<file path="src/pkg/pomp_pkg.sv">
// Constants and types for the protected output mode block
package pomp_pkg;
  // Register map: one 16-byte window per timer unit
  localparam logic [2:0] MAP_HI_ZERO = 3'h0;
  localparam int UNIT_SEL_BIT = 4;
  localparam logic [3:0] MODE_OFF = 4'h0;
  localparam logic [3:0] UNLOCK_OFF = 4'h4;
  localparam logic [3:0] CTRL_OFF = 4'h8;
  localparam int UNITS = 2;

  // Mode register fields
  localparam int ACT_LVL_BIT = 7;
  localparam int FIRST_PB_BIT = 6;
  localparam int MID_PB_BIT = 5;
  localparam int LAST_PB_BIT = 4;
  localparam int STOP_DIS_BIT = 3;
  localparam int SEL_HI_BIT = 1;
  localparam int SEL_LO_BIT = 0;
  localparam logic [7:0] MODE_WMASK = 8'hfb;
  localparam logic [7:0] MODE_RST = 8'h00;

  // Control register fields
  localparam int STAT_BIT = 0;
  localparam int RESTART_BIT = 1;
  localparam int CEN_BIT = 2;
  localparam logic CEN_RST = 1'b0;
  localparam logic STOP_RST = 1'b1;

  // Output levels after reset: first outputs high, partners low
  localparam logic [5:0] OUT_RST = 6'h15;

  // Forced-stop detection modes
  typedef enum logic [1:0] {
    DET_RISE = 2'h0,
    DET_FALL = 2'h1,
    DET_LOW = 2'h2,
    DET_HIGH = 2'h3
  } pomp_det_t;
endpackage

</file>
<file path="src/pkg/pomp_unit_if.sv">
// Signals between the register core and one timer unit's output logic
`timescale 1ns/1ps
interface pomp_unit_if;
  logic [7:0] mode;
  logic restart;
  logic stop_raw;
  logic stopped;
  logic run;
  logic [2:0] phase;
  logic [5:0] level;

  // Forced-stop detector
  modport stopper (
    input mode,
    input restart,
    input stop_raw,
    output stopped
  );
  // Output level driver
  modport driver (
    input mode,
    input stopped,
    input run,
    input phase,
    output level
  );
  // Register core
  modport core (
    output mode,
    output restart,
    output stop_raw,
    output run,
    output phase,
    input stopped,
    input level
  );
endinterface

</file>
<file path="src/rtl/pomp_out_level.sv">
// Output level generation for the three phase pairs of one unit
`timescale 1ns/1ps
module pomp_out_level (
  // Clock and reset
  input wire logic pclk,
  input wire logic presetn,
  // Unit signals
  pomp_unit_if.driver bus
);
  logic [5:0] level;
  logic [5:0] next_level;
  logic alv;
  logic live;
  logic [2:0] pb;

  // Stopped or idle units park every first output at its inactive level
  always_comb begin
    alv = bus.mode[pomp_pkg::ACT_LVL_BIT];
    live = bus.run & ~bus.stopped;
    pb = {bus.mode[pomp_pkg::LAST_PB_BIT], bus.mode[pomp_pkg::MID_PB_BIT],
          bus.mode[pomp_pkg::FIRST_PB_BIT]};
    for (int p = 0; p < 3; p++) begin
      next_level[2*p] = (live & bus.phase[p]) ? alv : ~alv; // [RULE1]
      // Partner equals or inverts its first output
      next_level[2*p+1] = pb[p] ? next_level[2*p] : ~next_level[2*p]; // [RULE2] [RULE3]
    end
  end

  always_ff @(posedge pclk or negedge presetn) begin
    if (!presetn) begin
      level <= pomp_pkg::OUT_RST;
    end else begin
      level <= next_level;
    end
  end

  assign bus.level = level;
endmodule

</file>
<file path="src/rtl/pomp_stop_detect.sv">
// Forced-stop input synchroniser, edge/level detector and stop latch
`timescale 1ns/1ps
module pomp_stop_detect (
  // Clock and reset
  input wire logic pclk,
  input wire logic presetn,
  // Unit signals
  pomp_unit_if.stopper bus
);
  logic sync1;
  logic sync2;
  logic prev;
  logic hit;
  logic next_stopped;
  logic stopped;
  pomp_pkg::pomp_det_t sel;

  // Pin is asynchronous; sync1 feeds sync2 only
  always_ff @(posedge pclk or negedge presetn) begin
    if (!presetn) begin
      sync1 <= 1'b0;
      sync2 <= 1'b0;
      prev <= 1'b0;
    end else begin
      sync1 <= bus.stop_raw;
      sync2 <= sync1;
      prev <= sync2;
    end
  end

  // Condition per select field, gated by the disable bit
  always_comb begin
    sel = pomp_pkg::pomp_det_t'({bus.mode[pomp_pkg::SEL_HI_BIT],
                       bus.mode[pomp_pkg::SEL_LO_BIT]});
    case (sel)
      pomp_pkg::DET_RISE: hit = sync2 & ~prev; // [RULE6]
      pomp_pkg::DET_FALL: hit = ~sync2 & prev; // [RULE6]
      pomp_pkg::DET_LOW: hit = ~sync2; // [RULE6]
      pomp_pkg::DET_HIGH: hit = sync2; // [RULE6]
      default: hit = 1'b0;
    endcase
    if (bus.mode[pomp_pkg::STOP_DIS_BIT]) begin
      hit = 1'b0; // [RULE5]
    end
  end

  // Detection beats restart; a held level keeps the stop alive
  always_comb begin
    next_stopped = stopped;
    if (hit) begin
      next_stopped = 1'b1;
    end else if (bus.restart) begin
      next_stopped = 1'b0;
    end
  end

  always_ff @(posedge pclk or negedge presetn) begin
    if (!presetn) begin
      stopped <= pomp_pkg::STOP_RST;
    end else begin
      stopped <= next_stopped;
    end
  end

  assign bus.stopped = stopped;
endmodule

</file>
<file path="src/rtl/pomp_top.sv">
// Output mode registers with protected write sequence, APB slave
// Function
// RULE1: Mode bit 7 sets active level of each pair's first output.
// RULE2: Bit 5: middle partner inverts (0) or matches (1) its first output.
// RULE3: Bit 4: last partner inverts (0) or matches (1) its first output.
// RULE4: Software keeps bit 5 fixed while the counter runs.
// RULE5: Bit 3 set ignores the forced-stop input; clear honours it.
// RULE6: Bits 1:0 pick rising, falling, low or high stop detection.
// RULE7: Software keeps the stop select fixed while the counter runs.
// RULE8: Software writes restart before changing the stop select.
// RULE9: A mode write not directly after an unlock write is dropped.
// RULE10: Unlock write then mode write stores; RMW bit ops work too.
// RULE11: Data written to the unlock register is discarded.
// RULE12: Software blocks interrupts between unlock and mode writes.
// RULE13: Only CPU accesses, never DMA, perform the sequence.
// RULE14: Mode reads need no unlock and keep the unlock state.
// RULE15: Any access to another address cancels a pending unlock.
`timescale 1ns/1ps
module pomp_top (
  // APB clock and reset
  input wire logic pclk,
  input wire logic presetn,
  // APB request
  input wire logic [7:0] paddr,
  input wire logic psel,
  input wire logic penable,
  input wire logic pwrite,
  input wire logic [31:0] pwdata,
  input wire logic [3:0] pstrb,
  // APB answer
  output logic [31:0] prdata,
  output logic pready,
  output logic pslverr,
  // Forced-stop pins, one per unit
  input wire logic [1:0] forced_stop_input,
  // Phase waveforms from the counters, three per unit
  input wire logic [5:0] phase_in,
  // Pin levels, six per unit
  output logic [11:0] pwm_out,
  // Unit state
  output logic [1:0] count_enable_bit,
  output logic [1:0] stop_status
);
  logic [7:0] timer_output_mode_reg [pomp_pkg::UNITS];
  logic [1:0] unlock_armed;
  logic [1:0] next_unlock;
  logic [1:0] cen;
  logic [1:0] restart;
  logic [1:0] stopped;
  logic [11:0] level_all;
  logic access_wait;
  logic done;
  logic unit;
  logic [3:0] off;
  logic in_map;
  logic hit_mode;
  logic hit_unlock;
  logic hit_ctrl;
  logic mapped;
  logic lane0;
  logic [31:0] next_rdata;

  // Address decode; each unit owns a 16-byte window
  always_comb begin
    unit = paddr[pomp_pkg::UNIT_SEL_BIT];
    off = paddr[3:0];
    in_map = (paddr[7:5] == pomp_pkg::MAP_HI_ZERO);
    hit_mode = in_map && (off == pomp_pkg::MODE_OFF);
    hit_unlock = in_map && (off == pomp_pkg::UNLOCK_OFF);
    hit_ctrl = in_map && (off == pomp_pkg::CTRL_OFF);
    mapped = hit_mode | hit_unlock | hit_ctrl;
    lane0 = pstrb[0];
  end

  // One wait cycle lets the answer come straight from flops
  assign access_wait = psel & penable & ~pready;
  assign done = psel & penable & pready;

  always_ff @(posedge pclk or negedge presetn) begin
    if (!presetn) begin
      pready <= 1'b0;
    end else begin
      pready <= access_wait;
    end
  end

  // Read data mux, zero for write-only and unmapped places
  always_comb begin
    next_rdata = 32'h0000_0000;
    if (hit_mode) begin
      next_rdata[7:0] = timer_output_mode_reg[unit]; // [RULE14]
    end else if (hit_ctrl) begin
      next_rdata[pomp_pkg::STAT_BIT] = stopped[unit];
      next_rdata[pomp_pkg::CEN_BIT] = cen[unit];
    end
  end

  // Answer registered during the wait cycle
  always_ff @(posedge pclk or negedge presetn) begin
    if (!presetn) begin
      prdata <= 32'h0000_0000;
      pslverr <= 1'b0;
    end else if (access_wait) begin
      prdata <= pwrite ? 32'h0000_0000 : next_rdata;
      pslverr <= ~mapped;
    end else begin
      prdata <= 32'h0000_0000;
      pslverr <= 1'b0;
    end
  end

  // Unlock state: armed by the write itself, not its data
  always_comb begin
    next_unlock = unlock_armed;
    for (int u = 0; u < pomp_pkg::UNITS; u++) begin
      if (done) begin
        if (unit == 1'(u) && hit_unlock) begin
          if (pwrite) begin
            next_unlock[u] = 1'b1; // [RULE11]
          end else begin
            next_unlock[u] = 1'b0; // [RULE15]
          end
        end else if (unit == 1'(u) && hit_mode) begin
          // Reads leave the unlock alone so read-modify-write works
          if (pwrite) begin
            next_unlock[u] = 1'b0; // [RULE9]
          end
        end else begin
          next_unlock[u] = 1'b0; // [RULE15]
        end
      end
    end
  end

  always_ff @(posedge pclk or negedge presetn) begin
    if (!presetn) begin
      unlock_armed <= 2'h0;
    end else begin
      unlock_armed <= next_unlock;
    end
  end

  // Mode store; a bit op arrives as read then unlocked write
  always_ff @(posedge pclk or negedge presetn) begin
    if (!presetn) begin
      for (int u = 0; u < pomp_pkg::UNITS; u++) begin
        timer_output_mode_reg[u] <= pomp_pkg::MODE_RST;
      end
    end else begin
      for (int u = 0; u < pomp_pkg::UNITS; u++) begin
        if (done && pwrite && hit_mode && unit == 1'(u) && lane0 &&
            unlock_armed[u]) begin
          timer_output_mode_reg[u] <= pwdata[7:0] & pomp_pkg::MODE_WMASK; // [RULE10]
        end
      end
    end
  end

  // Control: count enable stored, restart is a write-one pulse
  always_ff @(posedge pclk or negedge presetn) begin
    if (!presetn) begin
      cen <= {pomp_pkg::CEN_RST, pomp_pkg::CEN_RST};
    end else begin
      for (int u = 0; u < pomp_pkg::UNITS; u++) begin
        if (done && pwrite && hit_ctrl && unit == 1'(u) && lane0) begin
          cen[u] <= pwdata[pomp_pkg::CEN_BIT];
        end
      end
    end
  end

  always_comb begin
    for (int u = 0; u < pomp_pkg::UNITS; u++) begin
      restart[u] = done && pwrite && hit_ctrl && unit == 1'(u) && lane0 &&
                   pwdata[pomp_pkg::RESTART_BIT];
    end
  end

  // One detector and one driver per unit
  for (genvar g = 0; g < pomp_pkg::UNITS; g++) begin : g_unit
    pomp_unit_if uif ();

    assign uif.mode = timer_output_mode_reg[g];
    assign uif.restart = restart[g];
    assign uif.stop_raw = forced_stop_input[g];
    assign uif.run = cen[g];
    assign uif.phase = phase_in[3*g +: 3];
    assign stopped[g] = uif.stopped;
    assign level_all[6*g +: 6] = uif.level;

    pomp_stop_detect u_stop (
      .pclk(pclk),
      .presetn(presetn),
      .bus(uif.stopper)
    );

    pomp_out_level u_out (
      .pclk(pclk),
      .presetn(presetn),
      .bus(uif.driver)
    );
  end

  // All driven from flops inside this module or the unit modules
  assign pwm_out = level_all;
  assign count_enable_bit = cen;
  assign stop_status = stopped;

  // Helpers for unit 0 checks
  logic w_mode0;
  logic w_unlock0;
  logic r_mode0;
  assign w_mode0 = done && pwrite && hit_mode && !unit && lane0;
  assign w_unlock0 = done && pwrite && hit_unlock && !unit;
  assign r_mode0 = done && !pwrite && hit_mode && !unit;
endmodule

</file>
<file path="config.mk">
export PLATFORM = sky130hd
export DESIGN_NAME = pomp_top
export DESIGN_NICKNAME = d
export VERILOG_FILES = /design/src/pkg/pomp_pkg.sv /design/src/pkg/pomp_unit_if.sv /design/src/rtl/pomp_out_level.sv /design/src/rtl/pomp_stop_detect.sv /design/src/rtl/pomp_top.sv
export SDC_FILE = /design/constraint.sdc
export NUM_CORES = 1
export LEC_CHECK = 0
export BUFFER_PORTS_ARGS = -buffer_cell sky130_fd_sc_hd__buf_2
export CORE_UTILIZATION = 50
export DETAILED_ROUTE_END_ITERATION = 7
export HOLD_SLACK_MARGIN = 0.12
export PLACE_DENSITY = 0.84
export SLEW_MARGIN = 5
export SYNTH_ARGS = -nofsm -noshare
export SYNTH_HDL_FRONTEND = slang
export SYNTH_SLANG_ARGS = --single-unit
</file>
<file path="constraint.sdc">
create_clock -name pclk -period 4.8 [get_ports pclk]
set_input_delay 1.44 -clock pclk [delete_from_list [all_inputs] [get_ports pclk]]
set_output_delay 1.44 -clock pclk [all_outputs]
set_load 0.01 [all_outputs]
</file>
==> After elaboration in Yosys (flattened, before gate mapping) <==
Index checks and enable logic that the tools add are counted.
{ "word_totals": {"reg_bits": 72, "word_cells": 138} }
{ "op_classes": {"magnitude_cmp": 2, "n_eq_ne": 10, "mux": 42, "bitwise_logic": 35, "reduce_logical": 30} }
{ "op_table": {"columns": ["operator", "count"], "rows": [
  ["8-bit two-way mux", 5],
  ["1-bit two-way mux", 34],
  ["1-bit logical AND", 22],
  ["1-bit inverter", 17],
  ["1-bit bitwise AND", 15],
  ["2-bit == test (second input constant)", 4],
  ["1-bit case mux with 4 select lines", 2],
  ["3-bit != test (second input constant)", 2],
  ["5-bit two-way mux", 1],
  ["2-bit by 1-bit == test with 1-bit output (second input constant)", 2],
  ["4-bit by 3-bit == test with 1-bit output (second input constant)", 1],
  ["4-bit == test (second input constant)", 1],
  ["2-bit logical NOT", 2],
  ["4-bit logical NOT", 1],
  ["2-bit AND reduction", 2],
  ["2-bit nonzero test", 2],
  ["3-bit logical NOT", 1],
  ["2-bit greater-or-equal comparator (second input constant)", 1],
  ["1-bit by 2-bit less-than comparator with 1-bit output (second input constant)", 1],
  ["1-bit inverter with 2-bit output", 1],
  ["1-bit bitwise OR", 2]
]} }

==> Logic depth before layout (Yosys ltp) <==
Gate-level depths: netlist of the first run.
{ "depth": {"word_depth": 9, "depth_mapped": 5} }

==> Modules after synthesis <==
A second synthesis of the first run with hierarchy kept.
{ "unflattened": {"cells_unflattened": 194, "area_unflattened_um2": 2366.0} }
{ "modules_own_cells": {"columns": ["module", "n_inst", "cells_each", "area_per_inst_um2", "seq_area_each_um2"], "rows": [
  ["pomp_top", 1, 132, 1447.6, 700.7],
  ["pomp_out_level", 2, 19, 289.0, 153.9],
  ["pomp_stop_detect", 2, 12, 170.2, 101.3]
]} }

==> Worst setup path before layout of the first run <==
No wires, ideal clock.
{ "synth_path": {"kind": "in2reg", "from": "input paddr[3]", "to": "register timer_output_mode_reg (netlist bit g_unit[0].uif.mode[0])", "t_arrival_ps": 3053, "path_slack_ps": 1622, "cell_stages": 5, "path_buffers": 2, "cell_sequence": "buf_6 > or4_4 > or4_4 > buf_6 > mux2_4"} }
{ "synth_between": {"elab_chain_cells": 6} }
{ "synth_lines": {"columns": ["element", "line", "rtl"], "rows": [
  ["start, declared", "pomp_top.sv:24", "input wire logic [7:0] paddr,"],
  ["4-bit logical NOT", "pomp_top.sv:68", "hit_mode = in_map && (off == pomp_pkg::MODE_OFF);"],
  ["1-bit logical AND", "pomp_top.sv:68", null],
  ["1-bit logical AND", null, null],
  ["1-bit logical AND (3 in a row)", "pomp_top.sv:151", "if (done && pwrite && hit_mode && unit == 1'(u) && lane0 &&"],
  ["end signal, assigned by index", "pomp_top.sv:147", "timer_output_mode_reg[u] <= pomp_pkg::MODE_RST;"],
  ["end signal, assigned by index", "pomp_top.sv:153", "timer_output_mode_reg[u] <= pwdata[7:0] & pomp_pkg::MODE_WMASK;"],
  ["end, declared", "pomp_top.sv:44", "logic [7:0] timer_output_mode_reg [pomp_pkg::UNITS];"]
]} }
No other way between the ends.
A chain may end at the register's enable or synchronous reset.

==> Worst setup path after layout of the first run <==
{ "layout_path": {"from": "input paddr[7]", "to": "register timer_output_mode_reg (netlist bit g_unit[0].uif.mode[1])"} }
{ "layout_between": {"elab_chain_cells": 6} }
{ "layout_lines": {"columns": ["element", "line", "rtl"], "rows": [
  ["3-bit logical NOT", "pomp_top.sv:67", "in_map = (paddr[7:5] == pomp_pkg::MAP_HI_ZERO);"],
  ["1-bit logical AND", "pomp_top.sv:68", null],
  ["1-bit logical AND", null, null],
  ["1-bit logical AND (3 in a row)", "pomp_top.sv:151", null]
]} }
No other way between the ends.

==> results of run 1 <==
==> power breakdown <==
| group | internal, mW | switching, mW | total, mW |
|---|---|---|---|
| Sequential | 0.410 | 0.00287 | 0.413 |
| Clock | 0.157 | 0.133 | 0.290 |
| Combinational | 0.0166 | 0.0370 | 0.0536 |
==> worst max-delay path, delay by kind of cell <==
kind                   cells  cell delay, ns
muxes                      1            0.33
and+or+nand+nor            2            1.33
buffers and inverters      1            0.11
==> Yosys cell counts (6+ instances only) <==
master and instances:
sky130_fd_sc_hd__a21oi_1 6, sky130_fd_sc_hd__dfrtp_1 40, sky130_fd_sc_hd__xor2_1 6, sky130_fd_sc_hd__nand3b_1 7
sky130_fd_sc_hd__clkbuf_1 6, sky130_fd_sc_hd__dfstp_2 8, sky130_fd_sc_hd__mux2_2 9, sky130_fd_sc_hd__xnor2_1 6
sky130_fd_sc_hd__mux2_4 7, sky130_fd_sc_hd__nor3_1 6, sky130_fd_sc_hd__nand4_1 13, sky130_fd_sc_hd__buf_4 28
sky130_fd_sc_hd__inv_1 6
==> metal layers <==
metal	vias to the layer above	track usage, %	routed length (microns)
met3	9	5.34	293
met5	-	0	0
met2	72	29.0	2000
met4	0	9.33	87
li1	733	-	-
met1	748	22.3	1750
==> flip-flops by register name, summed over array words and instances (netlist names) <==
| signal | cells |
|---|---|
| g_unit.uif.mode | 14 |
| g_unit.u_out.bus.level | 12 |
| prdata | 8 |
| count_enable_bit | 2 |
| g_unit.u_stop.bus.stopped | 2 |
| g_unit.u_stop.prev | 2 |
| g_unit.u_stop.sync1 | 2 |
| g_unit.u_stop.sync2 | 2 |
| unlock_armed | 2 |
| pready | 1 |
| pslverr | 1 |
==> kinds of logic after synthesis <==
| family | after synthesis |
|---|---|
| buffers and inverters | 42 |
| multiplexers | 18 |
| flip-flops | 48 |
| other | 1 |
| XOR/XNOR | 12 |
| AO/OA/AOI/OAI | 17 |
| AND/OR/NAND/NOR | 53 |
==> path summary, 6_finish.rpt <==
kind	slack, ns	endpoint	cells past startpoint	from
max in group asynchronous	2.86	g_unit[0].u_stop.sync2	1	presetn
min in group asynchronous	1.31	pready	1	presetn
hold / removal	0.35	g_unit[0].u_stop.sync2	0	g_unit[0].u_stop.sync1
setup reg to reg	2.86	g_unit[0].uif.mode[1]	3	pready
hold reg to reg	0.35	g_unit[0].u_stop.sync2	0	g_unit[0].u_stop.sync1
setup / recovery	1.78	g_unit[0].uif.mode[1]	4	paddr[7]
==> final cells by class <==
cell class                      instances  area, sq um  share of cell area, %
Clock buffer                            5         68.8                   2.62
Inverter                                6         22.5                  0.859
Sequential cell                        48         1210                   46.2
Tap cell                               52         65.1                   2.48
Multi-Input combinational cell        124          925                   35.3
Timing Repair Buffer                   56          283                   10.8
Clock inverter                          3         47.5                   1.81
==> through the flow <==
stage          utilization [%]  power, mW  cells
2_1_floorplan                -      0.461    214
3_3_place_gp              56.8      0.472    286
3_5_place_dp              56.8      0.473    286
4_1_cts                   59.4      0.764    294
5_1_grt                   59.4      0.792    294
6_report                  59.4      0.756    294
==> flow_summary.html, run 1 <==
<table>
<tr><th>Metric</th><th>Value</th></tr>
<tr><th colspan="2">Status</th></tr>
<tr><td>Result of the run</td><td>complete, no violations</td></tr>
<tr><th colspan="2">Clock network</th></tr>
<tr><td>Number of buffers inserted for hold repair after clock tree synthesis</td><td>0</td></tr>
<tr><td>Buffers inserted by post-CTS timing repair</td><td>0</td></tr>
<tr><td>Clock tree from TritonCTS</td><td>built</td></tr>
<tr><td>CTS root buffer</td><td>sky130_fd_sc_hd__clkbuf_8</td></tr>
<tr><td>Number of buffers created by CTS</td><td>5</td></tr>
<tr><td>Clock latency on the worst-skew pair</td><td>around 0.3 ns</td></tr>
<tr><td>Post-CTS resize count</td><td>0</td></tr>
<tr><td>Clk sink count</td><td>48</td></tr>
<tr><td>H-tree level count</td><td>2</td></tr>
<tr><td>Clock slew at the register clock pins of the worst setup and hold paths</td><td>0.08 ns</td></tr>
<tr><td>Clk buf depth</td><td>2</td></tr>
<tr><th colspan="2">Floorplanning</th></tr>
<tr><td>Effective utilization at floorplan</td><td>a little over half</td></tr>
<tr><td>Standard-cell row count</td><td>24</td></tr>
<tr><td>Number of top-level pins</td><td>approximately 110</td></tr>
<tr><td>Die Outline Area</td><td>~5000 sq um</td></tr>
<tr><td>Die boundary width</td><td>70.1 microns</td></tr>
<tr><td>Core Footprint</td><td>between 4000 and 5000 sq um</td></tr>
<tr><td>Die height</td><td>roughly 70 microns</td></tr>
<tr><th colspan="2">Setup path</th></tr>
<tr><td>Worst path cell trace</td><td>buf_2 &gt; or4b_1 &gt; or4_4 &gt; mux2_4</td></tr>
<tr><td>Highest net fanout along the worst path</td><td>7</td></tr>
<tr><td>Slowest library cell on the worst path</td><td>sky130_fd_sc_hd__or4b_1</td></tr>
<tr><td>Req. time, crit path</td><td>4.99 ns</td></tr>
<tr><td>Critical path's largest stage delay</td><td>0.68 ns</td></tr>
<tr><td>Critical path type</td><td>input port to flop</td></tr>
<tr><td>Data arrival time at the worst-slack endpoint</td><td>3.21 ns</td></tr>
<tr><td>Crit end category</td><td>flop</td></tr>
<tr><td>CP startpoint kind</td><td>input port</td></tr>
<tr><th colspan="2">Hold path</th></tr>
<tr><td>HP Class</td><td>flop to flop</td></tr>
<tr><th colspan="2">Logic synthesis</th></tr>
<tr><td>Fraction of post-synthesis cell area in the top cell type by area</td><td>a little over two fifths</td></tr>
<tr><td>Avg Cell Area, Syn</td><td>between 10 and 15 sq um</td></tr>
<tr><td>Total of flip-flops plus latches after synthesis</td><td>48</td></tr>
<tr><td>Main combinational cell family by area after synthesis</td><td>simple AND/OR/NAND/NOR gates</td></tr>
<tr><td>Netlist area before placement</td><td>approximately 2300 sq um</td></tr>
<tr><td>Count of unique library cells instantiated by Yosys</td><td>39</td></tr>
<tr><td>Multiplexer fraction of the synthesized cell area</td><td>about a tenth</td></tr>
<tr><td>Adder and majority gate portion of the synthesized area</td><td>0%</td></tr>
<tr><td>Area fraction in compound gates after synthesis</td><td>between 4 and 5%</td></tr>
<tr><td>Number of warnings printed during yosys synthesis</td><td>0</td></tr>
<tr><td>Basic-gate share of the synthesized area counting and, or, nand and nor cells</td><td>between 15 and 20%</td></tr>
<tr><td>Sequential element share of the synthesized area</td><td>about 52%</td></tr>
<tr><td>Largest cells by area after synthesis</td><td>sky130_fd_sc_hd__dfrtp_1 (43%), sky130_fd_sc_hd__buf_4 (9.1%), sky130_fd_sc_hd__dfstp_2 (9.1%)</td></tr>
<tr><td>Cell count after synthesis</td><td>about 190</td></tr>
<tr><td>Post-synthesis cell type with the largest combined area</td><td>sky130_fd_sc_hd__dfrtp_1</td></tr>
<tr><td>Main flop type after synthesis</td><td>sky130_fd_sc_hd__dfrtp_1</td></tr>
<tr><td>Post-synth ARST share</td><td>100%</td></tr>
<tr><td>Number of enable flip-flop cells after synthesis</td><td>0</td></tr>
<tr><td>Share of the synthesized netlist area taken by xor and xnor gates</td><td>under 10%</td></tr>
<tr><th colspan="2">Power and ir drop</th></tr>
<tr><td>Power density cells</td><td>a little under 300 nW/um^2</td></tr>
<tr><td>Max rail drop VDD</td><td>about 0.13 mV</td></tr>
<tr><td>Leakage</td><td>1.30 nW</td></tr>
<tr><th colspan="2">Drt</th></tr>
<tr><td>First-pass iteration count of the detailed router</td><td>4</td></tr>
<tr><td>Post-DRT Antenna Nets</td><td>0</td></tr>
<tr><td>DR iter-0 viols</td><td>between 150 and 200</td></tr>
<tr><td>DRC violations left</td><td>0</td></tr>
<tr><td>Final wirelength</td><td>~4100 microns</td></tr>
<tr><td>Vias per inst</td><td>around 5.3</td></tr>
<tr><td>Vias</td><td>1562</td></tr>
<tr><td>Final routed wire length divided by cell count</td><td>between 10 and 15 microns</td></tr>
<tr><th colspan="2">GRT</th></tr>
<tr><td>Maximum number of pins on one net before global-route repair</td><td>49</td></tr>
<tr><td>Remaining Overflow, GRT</td><td>0</td></tr>
<tr><td>Tot GR Track Use</td><td>a little under a fifth</td></tr>
<tr><td>Wire length of the first global-routing pass</td><td>~7000 microns</td></tr>
<tr><td>Vias in the first global route</td><td>1475</td></tr>
<tr><td>Number of antenna violations at the first check in global routing</td><td>0</td></tr>
<tr><th colspan="2">Job</th></tr>
<tr><td>MaxCap Viol Count</td><td>0</td></tr>
<tr><th colspan="2">Placed design</th></tr>
<tr><td>Placed inst area</td><td>approximately 2500 sq um</td></tr>
<tr><td>Estimated wirelength of the detail-placed design</td><td>between 2000 and 3000 microns</td></tr>
<tr><td>Setup slack at placement</td><td>1.47 ns</td></tr>
<tr><td>Input/output buffers</td><td>between 50 and 60</td></tr>
<tr><td>Weighted congestion reported at the end of routability-driven placement</td><td>0.847</td></tr>
<tr><th colspan="2">STA</th></tr>
<tr><td>Least-Margin Pin Slew</td><td>1.20 ns</td></tr>
<tr><td>Relative slew slack</td><td>just under 20%</td></tr>
<tr><td>Period utilisation layout</td><td>between 60% and 70%</td></tr>
<tr><td>Post-Route Setup TNS</td><td>0 ns</td></tr>
<tr><td>Fin Hold WS</td><td>0.353 ns</td></tr>
<tr><td>Final Hold Vio Count</td><td>0</td></tr>
<tr><td>Final WS setup</td><td>~1.8 ns</td></tr>
<tr><td>Final-report setup violation count</td><td>0</td></tr>
<tr><td>Setup repair after global routing missed its margin</td><td>no</td></tr>
<tr><td>Final Critical Period</td><td>slightly above 3 ns</td></tr>
<tr><td>Final setup skew</td><td>around 0.0068 ns</td></tr>
<tr><td>Number of pins exceeding their max-slew limit in the final report</td><td>0</td></tr>
<tr><td>Highest achievable clock rate</td><td>331 MHz</td></tr>
<tr><th colspan="2">Layout</th></tr>
<tr><td>Layout cells sized above 1</td><td>38.4%</td></tr>
<tr><td>Most common library cell in the layout ignoring fill and taps</td><td>sky130_fd_sc_hd__buf_2</td></tr>
<tr><td>Post-layout instance area</td><td>~2600 sq um</td></tr>
<tr><td>Most frequent cells in the layout</td><td>sky130_fd_sc_hd__buf_2 (55), sky130_fd_sc_hd__dfrtp_1 (40), sky130_fd_sc_hd__conb_1 (24)</td></tr>
<tr><td>Antenna diodes</td><td>0</td></tr>
<tr><td>Number of nets in the final layout</td><td>roughly 300</td></tr>
<tr><td>Count of fill cells added during filler insertion</td><td>between 300 and 400</td></tr>
<tr><td>Layout Area Growth over Synthesis</td><td>13.0%</td></tr>
</table>
Note: power is estimated with default switching activity, not from simulation.
==> inputs of run 2 (changes only) <==
--- a/config.mk
+++ b/config.mk
@@ -5,11 +5,12 @@
 export SDC_FILE = /design/constraint.sdc
 export NUM_CORES = 1
 export LEC_CHECK = 0
+export ABC_AREA = 1
 export BUFFER_PORTS_ARGS = -buffer_cell sky130_fd_sc_hd__buf_2
-export CORE_UTILIZATION = 50
+export CORE_UTILIZATION = 47
 export DETAILED_ROUTE_END_ITERATION = 7
 export HOLD_SLACK_MARGIN = 0.12
-export PLACE_DENSITY = 0.84
+export PLACE_DENSITY = 0.79
 export SLEW_MARGIN = 5
 export SYNTH_ARGS = -nofsm -noshare
 export SYNTH_HDL_FRONTEND = slang
==> constraint.sdc (replaced) <==
create_clock -name pclk -period 3.2 [get_ports pclk]
set_input_delay 0.96 -clock pclk [delete_from_list [all_inputs] [get_ports pclk]]
set_output_delay 0.96 -clock pclk [all_outputs]
set_load 0.01 [all_outputs]
==> run 2 against run 1 <==
Flip-flop and latch count is the same. Critical path depth down 3. Cell area grew 4.5%. Worst setup slack lost 0.57 ns. Register-to-register slack worse by 0.96 ns. Core utilization fell by 2.9 points. Largest cell class unchanged. Highest routed layer unchanged.
==> flow_summary.html, run 2 <==
<table>
<tr><th>Metric</th><th>Value</th></tr>
<tr><th colspan="2">Logic synthesis</th></tr>
<tr><td>Sequential element share of the synthesized area</td><td>roughly half</td></tr>
<tr><td>Post-synth ARST share</td><td>between 90% and 100%</td></tr>
<tr><td>Cell count after synthesis</td><td>between 200 and 300</td></tr>
<tr><td>Count of unique library cells instantiated by Yosys</td><td>28</td></tr>
<tr><td>Number of enable flip-flop cells after synthesis</td><td>0</td></tr>
<tr><td>Fraction of post-synthesis cell area in the top cell type by area</td><td>about 41%</td></tr>
<tr><td>Netlist area before placement</td><td>about 2400 sq um</td></tr>
<tr><td>Number of warnings printed during yosys synthesis</td><td>0</td></tr>
<tr><td>Most used standard cell by instance count after synthesis</td><td>sky130_fd_sc_hd__nand2_1</td></tr>
<tr><td>Top cells by instance count after synthesis</td><td>sky130_fd_sc_hd__nand2_1 (42), sky130_fd_sc_hd__dfrtp_1 (40), sky130_fd_sc_hd__inv_1 (36)</td></tr>
<tr><td>Avg Cell Area, Syn</td><td>9.53 sq um</td></tr>
<tr><td>Total of flip-flops plus latches after synthesis</td><td>between 40 and 50</td></tr>
<tr><td>Main flop type after synthesis</td><td>sky130_fd_sc_hd__dfrtp_1</td></tr>
<tr><td>Post-synthesis cell type with the largest combined area</td><td>sky130_fd_sc_hd__dfrtp_1</td></tr>
<tr><td>Largest cells by area after synthesis</td><td>sky130_fd_sc_hd__dfrtp_1 (41%), sky130_fd_sc_hd__buf_4 (9.0%), sky130_fd_sc_hd__dfstp_2 (8.7%)</td></tr>
<tr><th colspan="2">Drt</th></tr>
<tr><td>Vias per inst</td><td>~4.6</td></tr>
<tr><td>Final wirelength</td><td>approximately 4400 microns</td></tr>
<tr><td>First-pass iteration count of the detailed router</td><td>4</td></tr>
<tr><td>DRC violations left</td><td>0</td></tr>
<tr><td>Final routed wire length divided by cell count</td><td>approximately 12 microns</td></tr>
<tr><td>Vias</td><td>1716</td></tr>
<tr><td>DR iter-0 viols</td><td>roughly 160</td></tr>
<tr><td>Post-DRT Antenna Nets</td><td>0</td></tr>
<tr><th colspan="2">Placed design</th></tr>
<tr><td>Weighted congestion reported at the end of routability-driven placement</td><td>around 0.8</td></tr>
<tr><td>Input/output buffers</td><td>55</td></tr>
<tr><td>Estimated wirelength of the detail-placed design</td><td>between 3000 and 4000 microns</td></tr>
<tr><th colspan="2">GRT</th></tr>
<tr><td>Maximum number of pins on one net before global-route repair</td><td>32</td></tr>
<tr><td>Wire length of the first global-routing pass</td><td>just under 7000 microns</td></tr>
<tr><td>Vias in the first global route</td><td>~1500</td></tr>
<tr><td>GRT busiest layer</td><td>met2</td></tr>
<tr><td>Global Route met3 Usage</td><td>between 4 and 5%</td></tr>
<tr><td>Met1 GRT Util</td><td>about 22%</td></tr>
<tr><td>Met2 global-route usage</td><td>between 20 and 30%</td></tr>
<tr><td>Remaining Overflow, GRT</td><td>0</td></tr>
<tr><td>Tot GR Track Use</td><td>between 10% and 20%</td></tr>
<tr><td>Number of antenna violations at the first check in global routing</td><td>0</td></tr>
<tr><th colspan="2">STA</th></tr>
<tr><td>Final-report setup violation count</td><td>0</td></tr>
<tr><td>Highest achievable clock rate</td><td>around 500 MHz</td></tr>
<tr><td>Setup repair after global routing missed its margin</td><td>no</td></tr>
<tr><td>Final setup skew</td><td>between 0.006 and 0.007 ns</td></tr>
<tr><td>Period utilisation layout</td><td>between 60 and 70%</td></tr>
<tr><td>Final Critical Period</td><td>1.99 ns</td></tr>
<tr><td>Final Hold Vio Count</td><td>0</td></tr>
<tr><td>Post-Route Setup TNS</td><td>0 ns</td></tr>
<tr><td>Number of pins exceeding their max-slew limit in the final report</td><td>0</td></tr>
<tr><th colspan="2">Setup path</th></tr>
<tr><td>Number of buffers and inverters on the critical path</td><td>1</td></tr>
<tr><td>Cell class contributing the biggest share of worst-path delay</td><td>flip-flops</td></tr>
<tr><td>Req. time, crit path</td><td>about 2.2 ns</td></tr>
<tr><td>Critical path type</td><td>flop to output pin</td></tr>
<tr><td>Highest net fanout along the worst path</td><td>4</td></tr>
<tr><td>Slowest library cell on the worst path</td><td>sky130_fd_sc_hd__dfstp_2</td></tr>
<tr><td>Worst path cell trace</td><td>buf_2</td></tr>
<tr><td>Critical path's largest stage delay</td><td>just under 0.6 ns</td></tr>
<tr><td>CP startpoint kind</td><td>flop</td></tr>
<tr><td>Data arrival time at the worst-slack endpoint</td><td>about 1.0 ns</td></tr>
<tr><td>Crit end category</td><td>output pin</td></tr>
<tr><th colspan="2">Power and ir drop</th></tr>
<tr><td>Max rail drop VDD</td><td>~0.20 mV</td></tr>
<tr><td>Leakage</td><td>1.44 nW</td></tr>
<tr><td>Power density cells</td><td>roughly 420 nW/um^2</td></tr>
<tr><th colspan="2">Clock network</th></tr>
<tr><td>H-tree level count</td><td>2</td></tr>
<tr><td>Clk sink count</td><td>48</td></tr>
<tr><td>Number of buffers created by CTS</td><td>5</td></tr>
<tr><td>Number of buffers inserted for hold repair after clock tree synthesis</td><td>0</td></tr>
<tr><td>Buffers inserted by post-CTS timing repair</td><td>0</td></tr>
<tr><td>Clk buf depth</td><td>2</td></tr>
<tr><td>Clock slew at the register clock pins of the worst setup and hold paths</td><td>roughly 0.090 ns</td></tr>
<tr><td>Clock tree from TritonCTS</td><td>built</td></tr>
<tr><td>Post-CTS resize count</td><td>0</td></tr>
<tr><td>Clock latency on the worst-skew pair</td><td>approximately 0.30 ns</td></tr>
<tr><td>CTS root buffer</td><td>sky130_fd_sc_hd__clkbuf_8</td></tr>
<tr><th colspan="2">Layout</th></tr>
<tr><td>Number of flip-flops under the largest register name</td><td>14</td></tr>
<tr><td>Count of fill cells added during filler insertion</td><td>~420</td></tr>
<tr><td>Most frequent cells in the layout</td><td>sky130_fd_sc_hd__buf_2 (55), sky130_fd_sc_hd__nand2_1 (42), sky130_fd_sc_hd__dfrtp_1 (40)</td></tr>
<tr><td>Antenna diodes</td><td>0</td></tr>
<tr><td>Layout Area Growth over Synthesis</td><td>12.8%</td></tr>
<tr><td>Number of nets in the final layout</td><td>approximately 370</td></tr>
<tr><td>Layout cells sized above 1</td><td>about a third</td></tr>
<tr><td>Most common library cell in the layout ignoring fill and taps</td><td>sky130_fd_sc_hd__buf_2</td></tr>
<tr><td>Core utilization of the finished layout</td><td>56.5%</td></tr>
<tr><th colspan="2">Floorplanning</th></tr>
<tr><td>Number of top-level pins</td><td>107</td></tr>
<tr><td>Core Footprint</td><td>around 4800 sq um</td></tr>
<tr><td>Die Outline Area</td><td>about 5500 sq um</td></tr>
<tr><td>Die boundary width</td><td>73.9 microns</td></tr>
<tr><td>Effective utilization at floorplan</td><td>approximately 50%</td></tr>
<tr><td>Die height</td><td>73.9 microns</td></tr>
<tr><td>Standard-cell row count</td><td>25</td></tr>
<tr><th colspan="2">Status</th></tr>
<tr><td>Result of the run</td><td>complete, no violations</td></tr>
<tr><th colspan="2">Hold path</th></tr>
<tr><td>HP Class</td><td>flop to flop</td></tr>
<tr><th colspan="2">Job</th></tr>
<tr><td>MaxCap Viol Count</td><td>0</td></tr>
</table>
## run 2: cell count changes in the layout (fill, tap and decap cells not counted), moves of 8 or more
cell	previous run	this run
sky130_fd_sc_hd__o21ai_2	0	14
sky130_fd_sc_hd__nand2_1	3	42
sky130_fd_sc_hd__o21ai_0	0	8
sky130_fd_sc_hd__inv_1	6	36
sky130_fd_sc_hd__nor2_1	1	9
sky130_fd_sc_hd__nand4_1	13	2
sky130_fd_sc_hd__mux2_2	9	0
sky130_fd_sc_hd__nand3_1	2	19
## run 2: power breakdown
part / leakage (nW) / switching [mW] / internal (mW) / total, mW
clock: 0.0548 / 0.207 / 0.235 / 0.442
sequential: 0.627 / 0.00300 / 0.613 / 0.616
combinational: 0.755 / 0.0601 / 0.0242 / 0.0843
## run 2: cell type report
class | instances | area, sq um | area share, %
inverters | 37 | 139 | 5.07
multi-input cells | 160 | 910 | 33.2
clock inverters | 3 | 46.3 | 1.69
repair buffers | 56 | 283 | 10.3
clock buffers | 5 | 68.8 | 2.51
flip-flops and latches | 48 | 1210 | 44.2
well taps | 67 | 83.8 | 3.06
## run 2: worst paths after layout
path	startpoint	end	slack (ns)	cells past startpoint
worst min register to register	g_unit[0].u_stop.sync1	g_unit[0].u_stop.sync2	0.35	0
worst max register to register	pready	g_unit[0].uif.mode[0]	1.90	5
worst max-delay path	g_unit[1].u_stop.bus.stopped	stop_status[1]	1.21	1
min in group asynchronous	presetn	pslverr	0.56	1
worst min-delay path	g_unit[0].u_stop.sync1	g_unit[0].u_stop.sync2	0.35	0
max in group asynchronous	presetn	g_unit[1].u_out.bus.level[0]	1.89	2
## run 2: layer usage
layer | up-vias | wire, microns
met2 | 65 | 2120
met1 | 795 | 1950
met3 | 11 | 233
met4 | 0 | 113
li1 | 845 | -
met5 | - | 0
## run 2: cells by family (layout without fill, tap and decap cells)
logic type / after synthesis / count (layout) / synth area share (%)
and+or+nand+nor: 91 / 91 / 20.2
buffers and inverters: 70 / 101 / 16.3
DFF: 48 / 48 / 49.8
AOI/OAI and AO/OA: 33 / 33 / 9.17
xor gates and xnor gates: 12 / 12 / 4.33
other: 1 / 24 / 0.154
## run 2: through the flow
| step | instances | hold WS [ns] | power, mW | setup WS [ns] | cell area, sq um |
|---|---|---|---|---|---|
| after detailed placement | 368 | 0.336 | 0.713 | 1.08 | 2630 |
| after CTS | 376 | 0.356 | 1.15 | 1.22 | 2740 |
| final | 376 | 0.352 | 1.14 | 1.21 | 2740 |
| after floorplan | 278 | 0.331 | 0.695 | 1.39 | 2520 |
| after global placement | 368 | 0.332 | 0.710 | 1.10 | 2630 |
| after global routing | 376 | 0.379 | 1.19 | 1.17 | 2740 |
